==> config.mk <==
export PLATFORM = sky130hd
export DESIGN_NAME = flash_mode_select
export DESIGN_NICKNAME = d
export VERILOG_FILES = /design/src/flash_mode_pkg.sv /design/src/flash_mode_select.sv /design/src/flash_seg_ctrl_reg.sv
export SDC_FILE = /design/constraint.sdc
export NUM_CORES = 1
export LEC_CHECK = 0
export ABC_AREA = 1
export BUFFER_PORTS_ARGS = -buffer_cell sky130_fd_sc_hd__buf_2
export CAP_MARGIN = 30
export CORE_ASPECT_RATIO = 0.6
export CORE_MARGIN = 3
export CORE_UTILIZATION = 38
export CTS_CLUSTER_SIZE = 8
export DETAILED_ROUTE_END_ITERATION = 8
export MAX_ROUTING_LAYER = met4
export PLACE_DENSITY = 0.72
export RECOVER_POWER = 50
export SYNTH_ARGS = -nofsm -noshare
export SYNTH_HDL_FRONTEND = slang
export SYNTH_SLANG_ARGS = --single-unit
==> constraint.sdc <==
create_clock -name mclk_i -period 1.5 [get_ports mclk_i]
set_input_delay 0.075 -clock mclk_i [delete_from_list [all_inputs] [get_ports mclk_i]]
set_output_delay 0.075 -clock mclk_i [all_outputs]
set_load 0.01 [all_outputs]
==> src/flash_mode_pkg.sv <==
// package: offsets, field layout and reset values of the flash mode select block
`default_nettype none
package flash_mode_pkg;
  // ****************************************
  // address map
  // ****************************************
  localparam logic [15:0] MODE_SELECT_IO_ADDR = 16'hff0f;
  localparam logic [15:0] SEG_CTRL_PROG_ADDR  = 16'h0000;
  // ****************************************
  // segment control fields
  // ****************************************
  localparam int SEG_SEL_MSB    = 15;
  localparam int SEG_SEL_LSB    = 8;
  localparam int RESERVED_BIT   = 7;
  localparam int KEY_HI_BIT     = 6;
  localparam int KEY_LO_BIT     = 5;
  localparam int VERIFY_HI_BIT  = 4;
  localparam int VERIFY_LO_BIT  = 3;
  localparam int WR_ERASE_MSB   = 2;
  localparam int WR_ERASE_LSB   = 1;
  localparam int EXECUTE_BIT    = 0;
  localparam logic [15:0] SEG_CTRL_MASK  = 16'hff7f;
  localparam logic [15:0] SEG_CTRL_RESET = 16'h0000;
  // ****************************************
  // read data
  // ****************************************
  localparam logic [15:0] PROG_RDATA_RESET = 16'h0000;
  localparam logic [15:0] IO_RDATA_RESET   = 16'h0000;
  localparam logic [15:0] IO_RDATA_VALUE   = 16'h0000;
  // ****************************************
  // modes
  // ****************************************
  typedef enum logic {
    MODE_ARRAY    = 1'b0,
    MODE_REGISTER = 1'b1
  } flash_mode_t;
  localparam flash_mode_t MODE_RESET = MODE_ARRAY;
endpackage
`default_nettype wire

==> src/flash_mode_select.sv <==
// flash mode select: io-space mode switch and program-space register overlay
`default_nettype none
// Function
// - any io write to the mode location selects register mode, data ignored; the mode is kept when io_rd_i is also high
// - any io read of the mode location selects array mode, data undefined; the mode is kept when io_wr_i is also high
// - segment control reachable only in register mode, else array is accessed
// - segment control at program address zero with its documented fields
// - reset clears all segment control fields; mode location has no defined value
module flash_mode_select (
  // clock and reset
  input  wire logic        mclk_i,
  input  wire logic        rstn_i,
  input  wire logic        ce_i,
  // io space access
  input  wire logic        io_rd_i,
  input  wire logic        io_wr_i,
  input  wire logic [15:0] io_addr_i,
  output logic      [15:0] io_rdata_o,
  // program space access
  input  wire logic        prog_rd_i,
  input  wire logic        prog_wr_i,
  input  wire logic [15:0] prog_addr_i,
  input  wire logic [15:0] prog_wdata_i,
  output logic      [15:0] prog_rdata_o,
  // flash array side
  output logic             array_rd_o,
  output logic             array_wr_o,
  input  wire logic [15:0] array_rdata_i,
  // control fields to programming logic
  output logic             register_mode_o,
  output logic      [7:0]  segment_select_bits_o,
  output logic             unlock_key_hi_o,
  output logic             unlock_key_lo_o,
  output logic             verify_ctl_hi_o,
  output logic             verify_ctl_lo_o,
  output logic      [1:0]  write_erase_o,
  output logic             execute_bit_o
);
  // ****************************************
  // access decode helpers
  // ****************************************
  typedef enum logic [1:0] {
    IO_IDLE  = 2'b00,
    IO_READ  = 2'b01,
    IO_WRITE = 2'b10,
    IO_BOTH  = 2'b11
  } io_access_t;

  // full address compare
  function automatic logic addr_match(input logic [15:0] a, input logic [15:0] b);
    addr_match = (a == b);
  endfunction

  // kind of io access from the two strobes
  function automatic io_access_t io_access_kind(input logic wr, input logic rd);
    io_access_t kind;
    case ({wr, rd})
      2'b01: begin
        kind = IO_READ;
      end
      2'b10: begin
        kind = IO_WRITE;
      end
      2'b11: begin
        kind = IO_BOTH;
      end
      default: begin
        kind = IO_IDLE;
      end
    endcase
    io_access_kind = kind;
  endfunction

  // segment control overlay hit
  function automatic logic overlay_hit(input flash_mode_pkg::flash_mode_t m,
                                       input logic [15:0]             a);
    overlay_hit = (m == flash_mode_pkg::MODE_REGISTER) &&
                  addr_match(a, flash_mode_pkg::SEG_CTRL_PROG_ADDR);
  endfunction

  // ****************************************
  // io access decode
  // ****************************************
  logic       mode_hit;
  io_access_t io_kind;

  assign mode_hit = addr_match(io_addr_i, flash_mode_pkg::MODE_SELECT_IO_ADDR);
  assign io_kind  = io_access_kind(io_wr_i, io_rd_i);

  // ****************************************
  // mode flag
  // ****************************************
  flash_mode_pkg::flash_mode_t mode;
  flash_mode_pkg::flash_mode_t next_mode;

  always_comb begin
    next_mode = mode;
    if (ce_i && mode_hit) begin
      case (io_kind)
        IO_WRITE: begin
          next_mode = flash_mode_pkg::MODE_REGISTER;
        end
        IO_READ: begin
          next_mode = flash_mode_pkg::MODE_ARRAY;
        end
        default: begin
          // both strobes together change nothing
          next_mode = mode;
        end
      endcase
    end
  end

  // single flag, arbitrary reset value
  always_ff @(posedge mclk_i or negedge rstn_i) begin
    if (!rstn_i) begin
      mode <= flash_mode_pkg::MODE_RESET;
    end else begin
      mode <= next_mode;
    end
  end

  // ****************************************
  // io read data
  // ****************************************
  logic [15:0] io_rdata;
  logic [15:0] next_io_rdata;

  // fixed word, value undefined
  always_comb begin
    next_io_rdata = io_rdata;
    if (ce_i && mode_hit && (io_kind == IO_READ)) begin
      next_io_rdata = flash_mode_pkg::IO_RDATA_VALUE;
    end
  end

  always_ff @(posedge mclk_i or negedge rstn_i) begin
    if (!rstn_i) begin
      io_rdata <= flash_mode_pkg::IO_RDATA_RESET;
    end else begin
      io_rdata <= next_io_rdata;
    end
  end

  assign io_rdata_o = io_rdata;

  // ****************************************
  // program space decode
  // ****************************************
  logic        reg_sel;
  logic        seg_wr;
  logic [15:0] seg_ctrl;

  // overlay only in register mode
  assign reg_sel = overlay_hit(mode, prog_addr_i);
  assign seg_wr  = prog_wr_i && reg_sel;

  // ****************************************
  // segment control register
  // ****************************************
  flash_seg_ctrl_reg flash_seg_ctrl_reg_i (
    .mclk_i  (mclk_i),
    .rstn_i  (rstn_i),
    .ce_i    (ce_i),
    .wr_i    (seg_wr),
    .wdata_i (prog_wdata_i),
    .value_o (seg_ctrl)
  );

  // ****************************************
  // array requests
  // ****************************************
  // overlay hides the array at address zero
  assign array_rd_o = prog_rd_i && !reg_sel;
  assign array_wr_o = prog_wr_i && !reg_sel;

  // ****************************************
  // program read data
  // ****************************************
  logic [15:0] prog_rdata;
  logic [15:0] next_prog_rdata;

  always_comb begin
    next_prog_rdata = prog_rdata;
    if (ce_i && prog_rd_i) begin
      if (reg_sel) begin
        next_prog_rdata = seg_ctrl;
      end else begin
        next_prog_rdata = array_rdata_i;
      end
    end
  end

  always_ff @(posedge mclk_i or negedge rstn_i) begin
    if (!rstn_i) begin
      prog_rdata <= flash_mode_pkg::PROG_RDATA_RESET;
    end else begin
      prog_rdata <= next_prog_rdata;
    end
  end

  assign prog_rdata_o = prog_rdata;

  // ****************************************
  // field outputs
  // ****************************************
  assign register_mode_o       = (mode == flash_mode_pkg::MODE_REGISTER);

  // segment control fields
  assign segment_select_bits_o =
    seg_ctrl[flash_mode_pkg::SEG_SEL_MSB:flash_mode_pkg::SEG_SEL_LSB];
  assign unlock_key_hi_o       = seg_ctrl[flash_mode_pkg::KEY_HI_BIT];
  assign unlock_key_lo_o       = seg_ctrl[flash_mode_pkg::KEY_LO_BIT];
  assign verify_ctl_hi_o       = seg_ctrl[flash_mode_pkg::VERIFY_HI_BIT];
  assign verify_ctl_lo_o       = seg_ctrl[flash_mode_pkg::VERIFY_LO_BIT];
  assign write_erase_o         =
    seg_ctrl[flash_mode_pkg::WR_ERASE_MSB:flash_mode_pkg::WR_ERASE_LSB];
  assign execute_bit_o         = seg_ctrl[flash_mode_pkg::EXECUTE_BIT];

endmodule
`default_nettype wire

==> src/flash_seg_ctrl_reg.sv <==
// segment control register storage
`default_nettype none
module flash_seg_ctrl_reg (
  // clock and reset
  input  wire logic        mclk_i,
  input  wire logic        rstn_i,
  input  wire logic        ce_i,
  // write port
  input  wire logic        wr_i,
  input  wire logic [15:0] wdata_i,
  // contents
  output logic      [15:0] value_o
);
  logic [15:0] value;
  logic [15:0] next_value;

  always_comb begin
    next_value = value;
    if (ce_i && wr_i) begin
      next_value = wdata_i & flash_mode_pkg::SEG_CTRL_MASK;
    end
  end

  // reset clears every defined field
  always_ff @(posedge mclk_i or negedge rstn_i) begin
    if (!rstn_i) begin
      value <= flash_mode_pkg::SEG_CTRL_RESET;
    end else begin
      value <= next_value;
    end
  end

  assign value_o = value;
endmodule
`default_nettype wire

==> results.cfg <==
[global_route]
grt_first_pass_wirelength_um = 8690
gr-total-overflow = 0
antenna_found_initial = 0
grt_pass1_vias = 1783
grt_use_total = 0.187
grt_max_degree = 33

[placed_design]
placed_cell_area_mm2 = 0.00250
pre_cts_ws_ns = 0.171
portBuffers = 103
dp_hpwl_um = 4280
place_inst = 429
gp_congestion = 0.764

[worst_setup_path]
crit_arrival_ns = 1.28
crit_slowest_cell = dfrtp_1
path_cells = nand2_1 > nor2_4 > nand3_4 > nand2_1 > inv_1 > buf_2
path_delay_family = simple AND/OR/NAND/NOR gates
worst_setup_path_start_kind = flop
worstSetupStartpoint = register_mode_o
r2r_end = flash_seg_ctrl_reg_i.value_o[1]
endpoint = array_wr_o
ff2ff_path_depth = 7
r2r-start = register_mode_o
crit_required_ns = 1.42
max_stage_delay_ns = 0.40
crit_buf_inv = 2
critical_path_depth = 6
worst-path-max-fanout = 4
cp_common_cell = nand2_1
critical_path.endpoint_type = output port
critPathKind = flop to output port
r2r_slack_ns = 0.19

[sta]
hold_violations = 0
setup_violations = 0
layout_min_cycle_time_ns = 1.36
rsz0062_at_grt = false
fin_tns_setup_ns = 0
clock_skew_ns = 0.00595
worstMarginPinSlew_ns = 0.791
slew_headroom = 0.473
min_period_over_period = 0.904
setup_ws_ns = 0.145
slew_viol_final = 0
max_freq_ghz = 0.738

[drt]
drt-initial-drc-count = 78
ant_nets = 0
dr_total_vias = 1944
drt_pre_antenna_iters = 4
avgViaCountPerCell = 4.42
drc_errors = 0
totalWireLength_um = 5330
wl_per_cell_um = 12.1

[finish]
area_growth_syn_to_layout_pct = 32.8
nets = 448
drive_gt1_frac = 0.305
num_antenna_cells = 0
final_cells = 440
fin_area_mm2 = 0.00258

[floorplanning]
io_pins = 121
row_count = 19
core_region_area_mm2 = 0.00475
die_h_um = 61.4
die_area_mm2 = 0.00605
start_util = 0.409
fp.dieW_um = 98.4

[clock_tree]
clk_pin_slew_worst_paths_ns = 0.07
clock_sinks = 32
cts_made_buffers = 5
clockBufferDepth = 2
clock_latency_ns = 0.27
cts_tree = built
post_cts_resized = 0
cts_root_buf = clkbuf_8
htree_levels = 2

[synth]
yosysUniqueCellTypes = 21
synthesis.area_mm2 = 0.00195
syn_avg_cell_area_um2 = 7.37
yosys_warnings = 0
netlist_instances = 264
yosysSeqAreaShare = 0.411
ys_ff_latch = 32

[pwr]
p_int_mw = 1.44
clockPowerShare = 0.341
switchingPower_uw = 526
power_frac_seq = 0.485
pwr-share-comb = 0.175
power.leakage_nw = 1.51
switching_share = 0.268
peakVddDrop_mv = 0.461
power_density_mw_per_mm2 = 759

[hold_path]
min_path_type = primary input to flop

[run_status]
status = complete, no violations

[run]
maxCapViolCount = 0
==> placed cells by master, fill, tap and decap left out <==
master / n
inv_1: 40
inv_2: 1
clkbuf_1: 18
nand2_2: 1
nand4_1: 33
buf_2: 87
nor3_4: 1
nand3b_1: 1
o21ai_0: 1
nand2_1: 89
clkbuf_2: 1
nor2_1: 12
conb_1: 16
or2_1: 2
nor2_4: 3
ha_1: 1
nand3_1: 16
buf_4: 12
clkbuf_8: 6
nor2_2: 1
dfrtp_1: 32
nand3_4: 2
dlygate4sd3_1: 1
==> cell families (layout without fill, tap and decap cells) <==
kind of cell	Yosys count	after routing	share of synthesized area
AND/OR/NAND/NOR	161	161	0.402
adder cells (fa/ha/maj)	1	1	0.00643
AO/OA/AOI/OAI	1	1	0.00257
flip-flops	32	32	0.411
buffers and inverters	68	166	0.175
other	1	16	0.00193
==> cells in the mapped netlist, drive strengths merged <==
master | instances | area share
nand2 | 90 | 0.17
inv | 41 | 0.079
nand4 | 33 | 0.11
dfrtp | 32 | 0.41
buf | 25 | 0.093
nand3 | 18 | 0.059
nor2 | 16 | 0.044
clkbuf | 2 | 0.0039
or2 | 2 | 0.0064
conb | 1 | 0.0019
ha | 1 | 0.0064
nand3b | 1 | 0.0039
nor3 | 1 | 0.0084
o21ai | 1 | 0.0026
==> power by group through the flow <==
stage | Combinational [mW] | Sequential [mW] | Clock [mW]
6_report | 0.342 | 0.950 | 0.668
5_1_grt | 0.393 | 0.956 | 0.731
4_1_cts | 0.364 | 0.947 | 0.687
3_5_place_dp | 0.360 | 0.963 | 0
3_3_place_gp | 0.352 | 0.961 | 0
2_1_floorplan | 0.166 | 0.987 | 0
==> worst reg2reg max path, cell delays in order (launching register included) <==
cell	delay (ns)
dfrtp_1	0.40
inv_2	0.05
nor2_1	0.08
nand2_1	0.09
nor3_4	0.18
buf_4	0.24
nand4_1	0.13
nand2_1	0.10
==> metrics by stage <==
step	hold slack [ns]	power, mW	util
3_3_place_gp	0.0435	1.31	0.527
6_report	0.0330	1.96	0.544
5_1_grt	0.0265	2.08	0.544
3_5_place_dp	0.0446	1.32	0.527
4_1_cts	0.0261	2.00	0.551
2_1_floorplan	-0.221	1.15	-
==> worst min-delay path by stage <==
stage / from / slack (ns) / cells after the start / end
final: array_rdata_i[7] / 0.03 / 3 / prog_rdata_o[7]
after global routing: array_rdata_i[7] / 0.03 / 3 / prog_rdata_o[7]
after CTS: array_rdata_i[7] / 0.03 / 3 / prog_rdata_o[7]
after detailed placement: rstn_i / 0.04 / 2 / prog_rdata_o[7]
after global placement: rstn_i / 0.04 / 2 / prog_rdata_o[7]
after floorplan: rstn_i / -0.22 / 0 / flash_seg_ctrl_reg_i.value_o[0]
==> registers in the layout, indices dropped and copies added, names as in the netlist <==
name / cells
register_mode_o: 1
prog_rdata_o: 16
flash_seg_ctrl_reg_i.value_o: 15
==> layer usage <==
metal	track usage	vias up	routed length [um]
met5	-	-	0
met4	0.0409	0	28
met3	0.0362	2	331
met2	0.267	62	2250
met1	0.275	855	2720
li1	-	1025	-
==> layout make-up <==
cell class                      instances  area (um2)
Fill cell                             500        2170
Clock buffer                            8        90.1
Timing Repair Buffer                  117         601
Multi-Input combinational cell        179         861
Tap cell                               63        78.8
Inverter                               41         154
Sequential cell                        32         801
==> timing repair <==
| item | in CTS | in global routing |
|---|---|---|
| hold endpoints to repair | 32 | 0 |
| endpoints found under the setup margin | 2 | 0 |
| setup buffers | 2 | 0 |
| hold buffers | 1 | 0 |
(Power assumes the default switching activity.)
